<file path="src/include/pcs_defs.svh">
`ifndef PCS_DEFS_SVH
`define PCS_DEFS_SVH

`define PCS_ADDR_W 8
`define PCS_DATA_W 8
`define PCS_NUM_FEAT 8
`define PCS_NUM_BYTES 4
`define PCS_MASK_W 32

`define PCS_ADDR_MSTR 8'h00
`define PCS_ADDR_PTR 8'h28
`define PCS_ADDR_MASK1 8'h29
`define PCS_ADDR_MASK2 8'h2a
`define PCS_ADDR_MASK3 8'h2b
`define PCS_ADDR_MASK4 8'h2c

`define PCS_MSTR_SOFT_RESET_BIT 0
`define PCS_MSTR_E1_BIT 1
`define PCS_MSTR_TEST_LSB 2
`define PCS_MSTR_USED_MASK 8'h0f

`define PCS_FEAT_TX_PATTERN 0
`define PCS_FEAT_TX_FRACT 1
`define PCS_FEAT_PAYLOAD_ERR 2
`define PCS_FEAT_TX_HW_SIG 3
`define PCS_FEAT_RX_PATTERN 4
`define PCS_FEAT_RX_FRACT 5
`define PCS_FEAT_RX_SIG_REINS 6
`define PCS_FEAT_RX_SIG_ONES 7

`define PCS_RST_PTR 8'h00
`define PCS_RST_MSTR 8'h00
`define PCS_RST_MASK 32'h0000_0000
`define PCS_RST_RDATA 8'h00

`endif

</file>
<file path="src/include/pcs_pkg.sv">
`include "pcs_defs.svh"

package pcs_pkg;
  typedef logic [`PCS_ADDR_W-1:0] pcs_addr_type;
  typedef logic [`PCS_DATA_W-1:0] pcs_byte_type;
  typedef logic [`PCS_MASK_W-1:0] pcs_mask_type;
  typedef logic [1:0] pcs_byte_idx_type;
  typedef enum logic [0:0] {
    PCS_RST_IDLE = 1'b0,
    PCS_RST_CLEAR = 1'b1
  } pcs_rst_state_type;
endpackage : pcs_pkg

</file>
<file path="src/include/pcs_mask_if.sv">
`timescale 1ns/1ps
`include "pcs_defs.svh"

interface pcs_mask_if;
  import pcs_pkg::*;
  logic wr_en;
  logic clr;
  pcs_byte_idx_type byte_idx;
  pcs_byte_type wdata;
  pcs_mask_type mask;
  modport ctrl (output wr_en, output clr, output byte_idx, output wdata, input mask);
  modport store (input wr_en, input clr, input byte_idx, input wdata, output mask);
endinterface : pcs_mask_if

</file>
<file path="src/design/pcs_feature_mask.sv">
`timescale 1ns/1ps
`include "pcs_defs.svh"

module pcs_feature_mask (
  input wire logic core_clk,
  input wire logic srst,
  pcs_mask_if.store mif
);
  import pcs_pkg::*;

  pcs_mask_type mask_q;

  assign mif.mask = mask_q;

  // Own storage per feature; only a selected feature sees wr_en
  always_ff @(posedge core_clk) begin
    if (srst || mif.clr) begin
      mask_q <= `PCS_RST_MASK;
    end else if (mif.wr_en) begin
      mask_q[8*mif.byte_idx +: 8] <= mif.wdata;
    end
  end
endmodule : pcs_feature_mask

</file>
<file path="src/design/pcs_regs.sv">
// Summary of operation
// - Pointer bits choose features for mask writes
// - Bits 0-3: tx pattern, fractional, error, signalling
// - Bits 4-7: rx pattern, fractional, reinsert, ones
// - Mask write stores byte into every selected feature
// - Channel n is bit (n-1)%8, ascending bytes
// - Pointer at 28h, mask bytes 29h to 2Ch
// - Reset clears pointer, masks and configuration
// - Software reset bit clears space, self-clears
// - Master bit 1: 0 is T1, 1 is E1
`timescale 1ns/1ps
`include "pcs_defs.svh"

module pcs_regs (
  input wire logic core_clk,
  input wire logic srst,
  input wire logic reg_cs,
  input wire logic reg_wr,
  input wire logic reg_rd,
  input wire pcs_pkg::pcs_addr_type reg_addr,
  input wire pcs_pkg::pcs_byte_type reg_wdata,
  output pcs_pkg::pcs_byte_type reg_rdata,
  output logic reg_rvalid,
  output logic e1_mode,
  output logic [1:0] test_mode,
  output logic soft_reset_busy,
  output pcs_pkg::pcs_mask_type tx_pattern_tester_mask,
  output pcs_pkg::pcs_mask_type tx_fractional_mask,
  output pcs_pkg::pcs_mask_type payload_error_insert_mask,
  output pcs_pkg::pcs_mask_type tx_hw_signalling_mask,
  output pcs_pkg::pcs_mask_type rx_pattern_tester_mask,
  output pcs_pkg::pcs_mask_type rx_fractional_mask,
  output pcs_pkg::pcs_mask_type rx_signalling_reinsert_mask,
  output pcs_pkg::pcs_mask_type rx_signalling_all_ones_mask
);
  import pcs_pkg::*;

  pcs_byte_type channel_function_pointer_q;
  pcs_byte_type master_mode_register_q;
  pcs_byte_type rdata_q;
  pcs_byte_type rdata_d;
  logic rvalid_q;
  pcs_rst_state_type rst_state_q;
  logic wr_acc;
  logic rd_acc;
  logic mask_addr_hit;
  logic soft_trigger;
  logic clr_all;
  pcs_byte_idx_type mask_byte_idx;
  logic [`PCS_MASK_W-1:0] feat_mask [`PCS_NUM_FEAT];

  pcs_mask_if mif [`PCS_NUM_FEAT] ();

  // Writes during the clearing cycle are dropped so nothing survives the reset
  assign wr_acc = reg_cs && reg_wr && (rst_state_q == PCS_RST_IDLE);
  assign rd_acc = reg_cs && reg_rd;
  assign mask_addr_hit = (reg_addr >= `PCS_ADDR_MASK1) && (reg_addr <= `PCS_ADDR_MASK4);
  assign mask_byte_idx = 2'(reg_addr - `PCS_ADDR_MASK1);
  assign soft_trigger = wr_acc && (reg_addr == `PCS_ADDR_MSTR)
    && reg_wdata[`PCS_MSTR_SOFT_RESET_BIT]
    && !master_mode_register_q[`PCS_MSTR_SOFT_RESET_BIT];
  assign clr_all = (rst_state_q == PCS_RST_CLEAR);

  genvar gi;
  generate
    for (gi = 0; gi < `PCS_NUM_FEAT; gi++) begin : g_feat
      assign mif[gi].wr_en = wr_acc && mask_addr_hit
        && channel_function_pointer_q[gi];
      assign mif[gi].clr = clr_all;
      assign mif[gi].byte_idx = mask_byte_idx;
      assign mif[gi].wdata = reg_wdata;
      assign feat_mask[gi] = mif[gi].mask;
      pcs_feature_mask u_mask (
        .core_clk(core_clk),
        .srst(srst),
        .mif(mif[gi])
      );
    end
  endgenerate

  // Pointer bit order fixes which store drives which feature
  assign tx_pattern_tester_mask = feat_mask[`PCS_FEAT_TX_PATTERN];
  assign tx_fractional_mask = feat_mask[`PCS_FEAT_TX_FRACT];
  assign payload_error_insert_mask = feat_mask[`PCS_FEAT_PAYLOAD_ERR];
  assign tx_hw_signalling_mask = feat_mask[`PCS_FEAT_TX_HW_SIG];
  assign rx_pattern_tester_mask = feat_mask[`PCS_FEAT_RX_PATTERN];
  assign rx_fractional_mask = feat_mask[`PCS_FEAT_RX_FRACT];
  assign rx_signalling_reinsert_mask = feat_mask[`PCS_FEAT_RX_SIG_REINS];
  assign rx_signalling_all_ones_mask = feat_mask[`PCS_FEAT_RX_SIG_ONES];

  assign reg_rdata = rdata_q;
  assign reg_rvalid = rvalid_q;
  assign e1_mode = master_mode_register_q[`PCS_MSTR_E1_BIT];
  assign test_mode = master_mode_register_q[`PCS_MSTR_TEST_LSB +: 2];
  assign soft_reset_busy = master_mode_register_q[`PCS_MSTR_SOFT_RESET_BIT];

  always_ff @(posedge core_clk) begin
    if (srst) begin
      rst_state_q <= PCS_RST_IDLE;
    end else begin
      case (rst_state_q)
        PCS_RST_IDLE: begin
          if (soft_trigger) begin
            rst_state_q <= PCS_RST_CLEAR;
          end
        end
        PCS_RST_CLEAR: begin
          rst_state_q <= PCS_RST_IDLE;
        end
        default: begin
          rst_state_q <= PCS_RST_IDLE;
        end
      endcase
    end
  end

  always_ff @(posedge core_clk) begin
    if (srst || clr_all) begin
      channel_function_pointer_q <= `PCS_RST_PTR;
    end else if (wr_acc && reg_addr == `PCS_ADDR_PTR) begin
      channel_function_pointer_q <= reg_wdata;
    end
  end

  // Clear step also drops the reset bit, so it reads back 0 once done
  always_ff @(posedge core_clk) begin
    if (srst || clr_all) begin
      master_mode_register_q <= `PCS_RST_MSTR;
    end else if (wr_acc && reg_addr == `PCS_ADDR_MSTR) begin
      master_mode_register_q <= reg_wdata & `PCS_MSTR_USED_MASK;
    end
  end

  // Several selected features read as their OR; only one gives a clean value
  always_comb begin
    rdata_d = `PCS_RST_RDATA;
    if (reg_addr == `PCS_ADDR_MSTR) begin
      rdata_d = master_mode_register_q;
    end else if (reg_addr == `PCS_ADDR_PTR) begin
      rdata_d = channel_function_pointer_q;
    end else if (mask_addr_hit) begin
      for (int i = 0; i < `PCS_NUM_FEAT; i++) begin
        if (channel_function_pointer_q[i]) begin
          rdata_d = rdata_d | feat_mask[i][8*mask_byte_idx +: 8];
        end
      end
    end
  end

  always_ff @(posedge core_clk) begin
    if (srst) begin
      rdata_q <= `PCS_RST_RDATA;
      rvalid_q <= 1'b0;
    end else begin
      rvalid_q <= rd_acc;
      if (rd_acc) begin
        rdata_q <= rdata_d;
      end
    end
  end
endmodule : pcs_regs

</file>
<file path="config.mk">
export PLATFORM = sky130hd
export DESIGN_NAME = pcs_regs
export DESIGN_NICKNAME = d
export VERILOG_FILES = /design/src/include/pcs_pkg.sv /design/src/include/pcs_mask_if.sv /design/src/design/pcs_feature_mask.sv /design/src/design/pcs_regs.sv
export VERILOG_INCLUDE_DIRS = /design/src /design/src/include
export SDC_FILE = /design/constraint.sdc
export NUM_CORES = 1
export LEC_CHECK = 0
export ABC_AREA = 0
export BUFFER_PORTS_ARGS = -buffer_cell sky130_fd_sc_hd__buf_2
export CAP_MARGIN = 5
export CORE_ASPECT_RATIO = 0.5
export CORE_MARGIN = 2
export CORE_UTILIZATION = 55
export CTS_CLUSTER_SIZE = 16
export DETAILED_ROUTE_END_ITERATION = 6
export PLACE_DENSITY = 0.8
export SLEW_MARGIN = 10
export SYNTH_ARGS = -nofsm -noshare
export SYNTH_HDL_FRONTEND = slang
export SYNTH_HIERARCHICAL = 1
export SYNTH_SLANG_ARGS = --single-unit
</file>
<file path="constraint.sdc">
create_clock -name core_clk -period 6.08 [get_ports core_clk]
set_input_delay 0.608 -clock core_clk [delete_from_list [all_inputs] [get_ports core_clk]]
set_output_delay 0.608 -clock core_clk [all_outputs]
set_load 0.02 [all_outputs]
</file>
# [Word level (Yosys, flattened, before mapping)]
# Index checks and enable logic that the tools add are counted.
[totals] inputBits=21 register_bits=278
[classes] n_mux=42 order_cmp=2 add_sub_neg=2 eq_ne=1 n_shift=10 reduce_logical=20 bitwise_logic=8
[op_table] operator="bitwise mux 32 bit" count=8
[op_table] operator="2-to-1 mux 8 bit" count=32
[op_table] operator="variable part select 32 x 6 -> 8 bit" count=8
[op_table] operator="bitwise OR 8 bit" count=7
[op_table] operator="negation 5 -> 34 bit" count=1
[op_table] operator="variable shift 8 x 34 -> 32 bit (first input constant)" count=1
[op_table] operator="variable part select 8 x 34 -> 32 bit" count=1
[op_table] operator="logical AND 1 bit" count=17
[op_table] operator="equality test 8 x 6 -> 1 bit (second input constant)" count=1
[op_table] operator=">= comparator 8 x 6 -> 1 bit (second input constant)" count=1
[op_table] operator="less-or-equal comparator 8 x 6 -> 1 bit (second input constant)" count=1
[op_table] operator="zero test 8 bit" count=1
[op_table] operator="one-hot mux 1 bit (2 select lines)" count=1
[op_table] operator="subtractor 2 x 1 -> 2 bit (second input constant)" count=1
[op_table] operator="zero test 1 bit" count=1
[op_table] operator="logical OR 1 bit" count=1
[op_table] operator="2-to-1 mux 1 bit" count=1
[op_table] operator="NOT 1 bit" count=1

# [Logic depth before layout (Yosys ltp)]
# Gate-level depths: netlist of run 1.
[depth] word_depth=41 ltp_mapped=16 mapped_depth_nobuf=9

# [By module]
# The synthesis of run 1 kept the hierarchy.
[by_module_without_submodules] module="pcs_feature_mask (g_feat[0].u_mask ...)" cells_per_inst=136 instances=7 area_each_um2=1293.7
[by_module_without_submodules] module="pcs_regs" cells_per_inst=352 instances=1 area_each_um2=3131.8
[by_module_without_submodules] module="pcs_feature_mask (g_feat[7].u_mask)" cells_per_inst=143 instances=1 area_each_um2=1331.3

# [Worst setup path before layout of run 1]
# Ideal clock, no wire load.
[synth_path] path_kind="input-to-reg" start="input port reg_addr[0]" end="register g_feat[0].u_mask.mask_q[16]" setup_slack_ps=1389 arrival_ps=4622 setup_time_ps=69 path_stages=15 required_ps=6011 n_path_buf=7 cell_sequence="buf_6 > buf_12 > buf_6 > buf_4 > inv_1 > ha_1 > clkbuf_1 > buf_2 > inv_1 > inv_1 > ha_1 > and3b_1 > buf_4 > or3b_1 > o21ai_1"
[synth_via] elab_chain_cells=4
[synth_rtl] element="start, declared" line_no="pcs_regs.sv:20" rtl="input wire pcs_pkg::pcs_addr_type reg_addr,"
[synth_rtl] element="subtractor 2 x 1 -> 2 bit (no source line) (*)"
[synth_rtl] element="net mask_byte_idx[0]" line_no="pcs_regs.sv:49" rtl="pcs_byte_idx_type mask_byte_idx;"
[synth_rtl] element="negation 5 -> 34 bit (*)" line_no="pcs_feature_mask.sv:20" rtl="mask_q[8*mif.byte_idx +: 8] <= mif.wdata;"
[synth_rtl] element="variable part select 8 x 34 -> 32 bit / variable shift 8 x 34 -> 32 bit (equally long branches)" line_no="pcs_feature_mask.sv:20"
[synth_rtl] element="bitwise mux 32 bit (*)" line_no="pcs_feature_mask.sv:20"
[synth_rtl] element="end signal, assigned" line_no="pcs_feature_mask.sv:18" rtl="mask_q <= `PCS_RST_MASK;"
[synth_rtl] element="end signal, assigned by index" line_no="pcs_feature_mask.sv:20"
[synth_rtl] element="end, declared" line_no="pcs_feature_mask.sv:11" rtl="pcs_mask_type mask_q;"
# The timed path passes the listed nets; every way through them passes the cells marked *.
# A chain may end at the register's enable or synchronous reset.

# [Worst setup path in the final report of run 1]
[layout_path] start="register rst_state_q (netlist: clr_all)" end="register g_feat[2].u_mask.mask_q[16]"
[layout_via] elab_chain_cells=4
[layout_rtl] element="start, declared" line_no="pcs_regs.sv:43" rtl="pcs_rst_state_type rst_state_q;"
[layout_rtl] element="start signal, assigned" line_no="pcs_regs.sv:99" rtl="rst_state_q <= PCS_RST_IDLE;"
[layout_rtl] element="start signal, assigned" line_no="pcs_regs.sv:104" rtl="rst_state_q <= PCS_RST_CLEAR;"
[layout_rtl] element="start signal, assigned" line_no="pcs_regs.sv:108" rtl="rst_state_q <= PCS_RST_IDLE;"
[layout_rtl] element="NOT 1 bit"
[layout_rtl] element="logical AND 1 bit" line_no="pcs_regs.sv:55" rtl="assign wr_acc = reg_cs && reg_wr && (rst_state_q == PCS_RST_IDLE);"
[layout_rtl] element="logical AND 1 bit" line_no="pcs_regs.sv:67" rtl="assign mif[gi].wr_en = wr_acc && mask_addr_hit"
[layout_rtl] element="logical AND 1 bit" line_no="pcs_regs.sv:68" rtl="&& channel_function_pointer_q[gi];"
[layout_rtl] element="net mif[2].wr_en" line_no="pcs_mask_if.sv:6" rtl="logic wr_en;"
[layout_rtl] element="end signal, assigned" line_no="pcs_feature_mask.sv:18"
[layout_rtl] element="end signal, assigned by index" line_no="pcs_feature_mask.sv:20"
[layout_rtl] element="end, declared" line_no="pcs_feature_mask.sv:11"
# The timed path passes the listed nets, and every way through them passes these cells.

==> results of run 1 <==
==> state kept, by name (all words and copies together), names as in the netlist <==
name                        count
g_feat.u_mask/mif.mask        256
channel_function_pointer_q      8
reg_rdata                       8
master_mode_register_q          4
clr_all                         1
reg_rvalid                      1
==> metrics by stage <==
step	setup slack, ns	cell area (um^2)	util
global placement	2.401	14930	0.6203
CTS	2.605	15930	0.6619
detailed placement	2.243	14930	0.6203
finish	2.444	15940	0.6620
floorplan	1.389	13520	-
global route	2.299	15940	0.6620
==> cells by family (layout without fill, tap and decap cells) <==
logic type / Yosys count / after routing / synth area share
DFF: 278 / 278 / 0.4117
other: 0 / 1 / 0
AOI/OAI and AO/OA: 359 / 359 / 0.1875
and+or+nand+nor: 536 / 536 / 0.2129
adders and majority gates: 43 / 43 / 0.03980
buffers and inverters: 123 / 360 / 0.04331
muxes: 108 / 108 / 0.1049
==> metal layers <==
layer | vias up | share of wire | routed length, um | GRT usage
met1 | 6457 | 0.40 | 19900 | 0.5133
met5 | - | 0 | 0 | 0
met4 | 0 | 0.045 | 2231 | 0.1594
li1 | 5890 | - | - | -
met3 | 191 | 0.12 | 6143 | 0.08357
met2 | 1050 | 0.43 | 21440 | 0.5502
==> worst reg2reg max path, cell delays in order (launching register included) <==
cell,delay (ns)
dfxtp_1,0.59
nand3b_1,0.54
a211oi_2,0.81
and2_1,0.55
and3b_1,0.51
or3b_1,0.44
o21ai_1,0.14
==> synthesized netlist by cell type, drive strengths merged (2+ instances only) <==
master   instances
nor3b           10
buf             38
mux2i           82
a22o            36
o22ai           39
or4              8
nor4b            7
o21ai           31
a21oi           98
nor2b           31
clkbuf          63
or3b             7
or2              9
nand2b          43
mux4            24
and3             2
nand3           10
nand2          149
and3b           14
and2            16
ha              43
a22oi            8
inv             22
nor4             2
nand4           76
nor2           142
a32oi          121
mux2             2
nor3             7
a222oi           2
a211oi          15
dfxtp          278
o2bb2ai          8
==> report_power, final <==
part           internal, mW  switching [mW]  leakage, nW
clock                  1.20           0.738        0.474
combinational        0.0740           0.214         3.93
sequential             1.82        0.000294         2.24
total                  3.10           0.952         6.64
==> final cells by class <==
type,instances,area [um^2],share of cell area
diodes,1,2.502,0.0001570
clock buffers,28,656.9,0.04122
clock inverters,16,344.1,0.02159
inverters,22,82.58,0.005182
multi-input cells,1046,7373,0.4627
flip-flops and latches,278,5565,0.3492
well taps,336,420.4,0.02638
repair buffers,294,1490,0.09351
==> worst min path at each step <==
stage	startpoint	endpoint	slack, ns	cells after the start
detailed placement	g_feat[6].u_mask/mif.mask[3]	g_feat[6].u_mask/mif.mask[3]	0.46	2
global placement	g_feat[5].u_mask/mif.mask[16]	g_feat[5].u_mask/mif.mask[16]	0.46	2
CTS	g_feat[6].u_mask/mif.mask[3]	g_feat[6].u_mask/mif.mask[3]	0.47	2
global route	g_feat[6].u_mask/mif.mask[3]	g_feat[6].u_mask/mif.mask[3]	0.49	2
floorplan	channel_function_pointer_q[6]	channel_function_pointer_q[6]	0.49	2
finish	g_feat[5].u_mask/mif.mask[17]	g_feat[5].u_mask/mif.mask[17]	0.47	2
==> cell usage in the layout (no fill, tap or decap), types with 4 or more instances in the layout <==
cell          n
bufinv_16    10
dfxtp_1     278
o21ai_1      21
nor2_1      142
and2_1       16
nand2_1     149
a22oi_1       8
nand3_1      10
a22o_1       36
or2_1         7
or3b_1        7
o22ai_1      39
mux2i_1      82
o21ai_0      10
o2bb2ai_1     8
nor2b_1      31
nand2b_1     43
or4_1         8
mux4_1        9
and3b_1      14
a21oi_1      98
buf_4         5
nand4_1      76
nor3_1        6
clkinvlp_4    4
inv_1        21
nor4b_4       7
buf_2       288
a32oi_1     121
mux4_2       15
clkbuf_16    25
a211oi_1     14
nor3b_2       8
ha_1         43
==> results by group, run 1 <==
Worst setup path
  – FF-to-FF End: g_feat[2].u_mask/mif.mask[16]
  – Worst-path maximum fanout: 17
  – Crit path DAT: 4.11 ns
  – R2r setup slk: 2.44 ns
  – Critical path's largest stage delay: 0.81 ns
  – Crit. Startpoint: clr_all
  – WS Path Type: register to register
  – Worst setup path endpoint: g_feat[2].u_mask/mif.mask[16]
  – CP endpoint kind: register
  – Crit path buffers/inverters: 0
  – Worst-path cell chain: nand3b_1 > a211oi_2 > and2_1 > and3b_1 > or3b_1 > o21ai_1
  – Slowest cell on crit path: a211oi_2
  – Instance count on the critical path: 6
  – FF-to-FF path depth: 6
  – Reg-to-Reg Start: clr_all
  – CP startpoint kind: register
  – Delay-heaviest family, CP: simple AND/OR/NAND/NOR gates
  – WP data required: around 6.6 ns

Synthesis
  – Cell accounting for the most synthesized area: dfxtp_1
  – Largest cells by area after synthesis: dfxtp_1 (41%), a32oi_1 (7.8%), mux2i_1 (6.1%)
  – Distinct cell type count of the synthesized netlist: 46
  – FF+latch count, synth: 278
  – Syn avg cell area: 9.343 um^2
  – Cell area after synthesis: 13520 um^2
  – EDFF count, synth: 0
  – Ys flop type: dfxtp_1
  – Syn Nets: 1511
  – Synth async-reset ratio: 0
  – Post-synth top area share: 0.4117
  – YS warnings: 6
  – Seq/Total Area, Yosys: 0.4117
  – Synthesized netlist cell count: 1447

Floorplan
  – Core area: 24070 um^2
  – I/O pins: 290
  – Die width: 225.7 um
  – Die height: 114.9 um
  – Die area: 25930 um^2
  – Initial Utilization: 0.5616
  – FP Rows: 40

CTS
  – CTS Buf Count: 25
  – H-tree depth: 1
  – Clock Sinks: 278
  – Bufs on Longest Clock Path: 3
  – Clock transition at path regs: 0.07 ns
  – Postcts setup bufs: 0
  – CTS Root Cell: clkbuf_16
  – CTS tree: yes
  – Hold-fix buffers, CTS: 0
  – PostCTS Resize Cnt: 0
  – Worst skew pair latency: 0.55 ns

Layout
  – Filler Cell Count: 1936
  – Fin nets: approximately 1700
  – Area growth syn-to-layout: 17.87%
  – Finished Layout Cells: around 2000
  – Layout cells sized above 1: 0.2233

Flow run
  – Max Cap Viol: 0

STA
  – RSZ-0062 raised after global routing: no
  – Final setup vio count: 0
  – Slew margin rel.: 0.1636
  – Final period util: 0.5980
  – Final hold violations: 0
  – Fin Setup TNS: 0 ns
  – Fin Clk Skew: 0.01879 ns
  – Max Slew Vio Count: 0
  – FMAX: roughly 280 MHz
  – Hold_ws: roughly 0.47 ns
  – Slew @ Worst Pin: 1.247 ns
  – Minimum clock period: 3.636 ns

Detailed routing
  – 1st-iter DRT viols: between 2000 and 2500
  – Via density: 6.723
  – Via count: 13590
  – Routed length per instance: 24.60 um
  – Drc violations: 0
  – Final ANT Viol Nets: 0
  – DRT Wirelength: 49.72 mm
  – TritonRoute pass-1 iters: 6

Power and ir drop
  – Maximum VDD drop: 0.1711 mV
  – Total power: roughly 4 mW
  – Power density over cell area: approximately 250 nW/um^2
  – Pleak: around 6.6 nW

Placement
  – Routability Congestion: approximately 1.0
  – DP Cell Count: 1976
  – I/O Buffers: 289
  – HPWL Detailed: 34.53 mm

Global route
  – Largest net degree at the start of global routing: 58
  – Vias in the first global route: between 10000 and 15000
  – Initial antenna violation count: 1
  – First-pass GRT wire length: between 70 and 80 mm
  – GR Util All Layers: 0.3679
  – Gr ovfl total: 0

Run status
  – Status: completed

Worst hold path
  – HP Class: register to register
Power figures use the tool's default switching activity.
==> run 2: changes to the inputs <==
- CORE_UTILIZATION: 55 -> 50
- PLACE_DENSITY: 0.8 -> 0.77
- clock period: 6.08 -> 3.02 ns (I/O delays scaled with it)
==> run 2 against run 1 <==
Design area increased by 1.8%. Via count decreased by 0.97%. Worst hold slack got worse by 0.25 ns. Utilization decreased by 4.9 points. Worst setup slack got worse by 1.7 ns. Flip-flop and latch count unchanged. Critical path type unchanged. Critical endpoint is now g_feat[4].u_mask/mif.mask[27]. Largest cell class unchanged.
==> results by group, run 2 (synthesized netlist as in run 1, its figures left out) <==
Run status
  – Status: completed

Placement
  – I/O Buffers: 289
  – DP Cell Count: 2019
  – Routability Congestion: slightly below 1
  – HPWL Detailed: approximately 35 mm
  – Placed Instance Area: 15270 um^2

Detailed routing
  – TritonRoute pass-1 iters: 6
  – Via density: 6.510
  – Routed length per instance: 24.19 um
  – DRT Wirelength: 50.00 mm
  – Final ANT Viol Nets: 0
  – Drc violations: 0
  – 1st-iter DRT viols: approximately 2300
  – Via count: 13460

Power and ir drop
  – Power density over cell area: 492.0 nW/um^2
  – Maximum VDD drop: 0.4426 mV
  – Pleak: 6.765 nW

STA
  – Max Slew Vio Count: 0
  – Fin Setup TNS: 0 ns
  – Fin Clk Skew: 0.01825 ns
  – Slew @ Worst Pin: 1.067 ns
  – RSZ-0062 raised after global routing: no
  – Slew margin rel.: 0.2886
  – Final period util: 0.7661
  – Final hold violations: 0
  – Final setup vio count: 0
  – FMAX: 432.2 MHz
  – Minimum clock period: 2.314 ns

Worst setup path
  – Crit path DAT: 2.80 ns
  – Reg-to-Reg Start: clr_all
  – FF-to-FF path depth: 8
  – R2r setup slk: around 0.7 ns
  – CP endpoint kind: register
  – WP data required: 3.51 ns
  – CP startpoint kind: register
  – FF-to-FF End: g_feat[4].u_mask/mif.mask[27]
  – Worst setup path endpoint: g_feat[4].u_mask/mif.mask[27]
  – Worst-path maximum fanout: 12
  – WS Path Type: register to register
  – Crit. Startpoint: clr_all

Layout
  – Fin nets: 1759
  – Layout cells sized above 1: 0.2484
  – Post-route cell area: 16220 um^2
  – Area growth syn-to-layout: 20.00%
  – Most common cell after layout, fill and taps aside: buf_2
  – Most frequent cells in the layout: buf_2 (288), dfxtp_1 (278), nand2_1 (149)
  – Post-layout util: 0.6125
  – Finished Layout Cells: about 2100
  – Max reg flops: 256
  – Antenna Diode Count: 0

Global route
  – Vias in the first global route: 12170
  – Gr ovfl total: 0
  – First-pass GRT wire length: 74.42 mm
  – GR Util All Layers: 0.3350
  – Largest net degree at the start of global routing: 105
  – Initial antenna violation count: 0

CTS
  – H-tree depth: 1
  – Worst skew pair latency: 0.56 ns
  – CTS Buf Count: 26
  – Bufs on Longest Clock Path: 3
  – Clock transition at path regs: 0.07 ns
  – Hold-fix buffers, CTS: 0
  – PostCTS Resize Cnt: 0
  – CTS Root Cell: clkbuf_16
  – Postcts setup bufs: 0
  – CTS tree: yes
  – Clock Sinks: 278

Floorplan
  – Die width: ~240 um
  – FP Rows: 42
  – Core area: 26490 um^2
  – Die area: 28450 um^2
  – Initial Utilization: 0.5104
  – I/O pins: 290
  – Die height: 120.3 um

Worst hold path
  – HP Class: primary input to register

Flow run
  – Max Cap Viol: 0
run 2: cell count changes in the layout (fill, tap and decap cells not counted), moves of 3 or more:
cell	delta
clkinv_2	+4
inv_1	-9
ha_4	+3
clkbuf_8	+3
ha_1	-4
buf_4	+25
inv_2	+7
a211oi_2	+6
bufinv_16	-5
a211oi_1	-6
run 2: how the worst min path moves through the flow:
| stage | start | to | slack [ns] | cells after the start |
|---|---|---|---|---|
| finish | reg_rd | reg_rdata[4] | 0.22 | 5 |
| global route | reg_rd | reg_rdata[6] | 0.27 | 5 |
| CTS | reg_rd | reg_rdata[4] | 0.21 | 5 |
| global placement | g_feat[7].u_mask/mif.mask[6] | g_feat[7].u_mask/mif.mask[6] | 0.45 | 2 |
| detailed placement | g_feat[5].u_mask/mif.mask[2] | g_feat[5].u_mask/mif.mask[2] | 0.46 | 2 |
| floorplan | reg_wdata[0] | clr_all | 0.42 | 2 |
run 2: report_power, final:
part           total (mW)  internal, mW  switching (mW)
registers            3.67          3.66        0.000686
clock network        3.69          2.19            1.50
logic               0.627         0.183           0.444
total                7.98          6.03            1.95
run 2: per-layer routing:
layer  vias up  track usage  wire length (um)
met1      6440       0.4779             20560
met4         0       0.1214              1995
met3       148      0.07489              5928
met2       928       0.4971             21530
met5         -            0                 0
li1       5940            -                 -
run 2: worst max-delay path, stage by stage, from the launching register on:
cell and delay, ns:
dfxtp_1 0.31, nand3b_1 0.18, a211oi_1 0.20, buf_4 0.23, and2_1 0.21, buf_4 0.20
nand2_1 0.23, or4_1 0.54, a21oi_1 0.15
run 2: area by class of cell:
class | instances | area (um^2)
Multi-Input combinational cell | 1046 | 7452
Clock inverter | 14 | 205.2
Clock buffer | 34 | 752.0
Fill cell | 2290 | 10260
Inverter | 22 | 90.09
Timing Repair Buffer | 321 | 1718
Sequential cell | 278 | 5565
Tap cell | 352 | 440.4
run 2: through the flow:
stage                     total power [mW]  worst slack [ns]  hold slack (ns)
after global routing                 8.158            0.5948           0.2659
after detailed placement             4.349            0.2599           0.4568
final                                7.981            0.7063           0.2164
after global placement               4.344            0.3270           0.4514
after floorplan                      4.174           -0.7425           0.4211
after CTS                            7.949            0.7750           0.2082
==> run 3: changes to the inputs <==
- ABC_AREA: 0 -> 1
- CORE_UTILIZATION: 50 -> 51
- clock period: 3.02 -> 2 ns (I/O delays scaled with it)
==> run 3 against run 2 <==
Critical path type unchanged. Worst hold slack worse by 0.15 ns. Largest power group is now sequential cells. Power increased by 58%. Clock power rose by 47%. Design area grew 21%. Routed wire length grew 10%. Via count up 31%. Die area grew 15%. Count of clock-buffer cells in the layout shrank 1. Sequential share of layout area shrank 5.9 points.
==> results by group, run 3 <==
Placement
  – DP Cell Count: 3376
  – Routability Congestion: 0.9782
  – Place WS: -0.08075 ns
  – Placed Instance Area: 18680 um^2
  – I/O Buffers: 289
  – HPWL Detailed: just under 40 mm

Power and ir drop
  – Power Internal: 9.116 mW
  – Pleak: 9.519 nW
  – Comb pwr share: 0.131
  – Switching power: 3.485 mW
  – Clock power frac: 0.430
  – Share of power burned in registers: 0.439
  – Power density over cell area: 642.9 nW/um^2
  – Total power: between 10 and 15 mW
  – Sw frac: 0.2766
  – Maximum VDD drop: 0.5455 mV

CTS
  – Hold-fix buffers, CTS: 0
  – Bufs on Longest Clock Path: 3
  – CTS Buf Count: 27
  – H-tree depth: 1
  – CTS tree: yes
  – Clock Sinks: 278
  – PostCTS Resize Cnt: 0
  – Worst skew pair latency: 0.57 ns
  – Clock transition at path regs: 0.07 ns
  – Postcts setup bufs: 0
  – CTS Root Cell: clkbuf_16

Layout
  – Antenna Diode Count: 0
  – Most common cell after layout, fill and taps aside: nand2_1
  – Fin nets: 3046
  – Filler Cell Count: 2831
  – Layout cells sized above 1: 0.1995
  – Max reg flops: 256
  – Area growth syn-to-layout: 23.51%
  – Finished Layout Cells: 3425
  – Most frequent cells in the layout: nand2_1 (1072), inv_1 (358), buf_2 (288)
  – Post-layout util: 0.6435
  – Post-route cell area: 19600 um^2

Synthesis
  – Syn avg cell area: 6.013 um^2
  – Synth async-reset ratio: 0
  – Ys flop type: dfxtp_1
  – Distinct cell type count of the synthesized netlist: 21
  – YS warnings: 6
  – EDFF count, synth: 0
  – Cell area after synthesis: approximately 16000 um^2
  – Cell accounting for the most synthesized area: dfxtp_1
  – Post-synth top area share: 0.3507
  – Synth top cells by count: nand2_1 (1096), inv_1 (382), dfxtp_1 (278)
  – FF+latch count, synth: 278
  – Top-count cell post-synth: nand2_1
  – Synthesized netlist cell count: approximately 2600
  – Syn Nets: 2703
  – Largest cells by area after synthesis: dfxtp_1 (35%), nand2_1 (26%), inv_1 (9.0%)
  – Seq/Total Area, Yosys: 0.3507

Run status
  – Status: completed

STA
  – Minimum clock period: 1.901 ns
  – RSZ-0062 raised after global routing: no
  – Final setup vio count: 0
  – Final period util: 0.9507
  – Fin Setup TNS: 0 ns
  – Hold_ws: 0.06243 ns
  – Slew @ Worst Pin: 0.7698 ns
  – FMAX: roughly 530 MHz
  – Fin worst setup slack: 0.09855 ns
  – Final hold violations: 0
  – Fin Clk Skew: between 0.015 and 0.02 ns
  – Slew margin rel.: 0.4868
  – Max Slew Vio Count: 0

Worst hold path
  – Hold path start: srst
  – HP Class: primary input to register
  – Hold Crit Endpoint: reg_rdata[1]
  – Hold path depth: 2

Global route
  – Gr ovfl total: 0
  – Vias in the first global route: 15800
  – GR Util All Layers: 0.3301
  – Initial antenna violation count: 0
  – First-pass GRT wire length: 85.06 mm
  – Largest net degree at the start of global routing: 83

Floorplan
  – I/O pins: 290
  – Core area: about 30000 um^2
  – FP Rows: 45
  – Die area: 32630 um^2
  – Die height: 128.7 um
  – Die width: 253.5 um
  – Initial Utilization: 0.5210

Worst setup path
  – Worst-path maximum fanout: 8
  – CP endpoint kind: register
  – Slowest cell on crit path: dfxtp_1
  – Reg-to-Reg Start: clr_all
  – WP data required: 2.49 ns
  – Critical path's largest stage delay: 0.31 ns
  – R2r setup slk: 0.1 ns
  – Crit path DAT: 2.39 ns
  – FF-to-FF path depth: 10
  – CP startpoint kind: register
  – Crit path buffers/inverters: 3
  – WS Path Type: register to register
  – Worst-path cell chain: inv_1 > nand3_1 > inv_1 > nand2_4 > buf_12 > nor2_4 > nand2_2 > nor2_4 > nand2_1 > a21oi_1
  – FF-to-FF End: g_feat[6].u_mask/mif.mask[8]
  – Delay-heaviest family, CP: simple AND/OR/NAND/NOR gates

Detailed routing
  – Final ANT Viol Nets: 0
  – Routed length per instance: 16.10 um
  – 1st-iter DRT viols: 1671
  – DRT Wirelength: 55.15 mm
  – TritonRoute pass-1 iters: 5
  – Via density: around 5
  – Drc violations: 0
  – Via count: 17600

Flow run
  – Max Cap Viol: 0
run 3: changes by cell type after synthesis, moves of 76 or more:
cell | before | now
nand2_1 | 149 | 1096
a32oi_1 | 121 | 0
inv_1 | 22 | 382
mux2i_1 | 82 | 0
nand3_1 | 10 | 148
a21oi_1 | 98 | 276
nand4_1 | 76 | 0
run 3: cell type report:
type,count,area (um^2),area share
multi-input combinational,1867,8531,0.4352
clock inverter,16,170.2,0.008682
clock buffer,33,748.2,0.03817
timing repair buffer,407,2472,0.1261
inverter,401,1584,0.08082
tap,423,529.3,0.02700
sequential,278,5565,0.2839
run 3: how the worst max path moves through the flow:
stage                 from                       endpoint  slack (ns)  cells past startpoint
5_1_grt            clr_all  g_feat[7].u_mask/mif.mask[21]        0.05                     10
3_5_place_dp   reg_addr[1]   g_feat[1].u_mask/mif.mask[8]       -0.08                     14
2_1_floorplan  reg_addr[0]  g_feat[6].u_mask/mif.mask[30]       -0.06                     15
3_3_place_gp   reg_addr[1]  g_feat[3].u_mask/mif.mask[24]       -0.03                     14
6_report           clr_all   g_feat[6].u_mask/mif.mask[8]         0.1                     10
4_1_cts            clr_all   g_feat[1].u_mask/mif.mask[8]        0.14                     10
run 3: logic make-up (layout without fill, tap and decap cells):
logic type      count (synthesis)  in the layout  share of synthesized area
compound gates                318            318                     0.1004
buf+inv                       494            857                     0.1269
flops                         278            278                     0.3507
fa+ha+maj                      43             43                    0.03390
simple gates                 1506           1506                     0.3881
run 3: routing by layer:
metal,share of wire,up-vias,wire length (um),global-route usage
met4,0.044,0,2423,0.1357
met3,0.082,134,4497,0.05584
met2,0.45,748,24690,0.5317
li1,-,8703,-,-
met5,0,-,0,0
met1,0.43,8013,23530,0.4427
run 3: power by group through the flow:
stage	registers (mW)	clock network, mW	logic, mW
4_1_cts	5.54	5.45	1.62
5_1_grt	5.53	5.67	1.80
3_3_place_gp	5.66	0	1.60
2_1_floorplan	5.66	0	1.13
3_5_place_dp	5.66	0	1.61
6_report	5.54	5.42	1.65
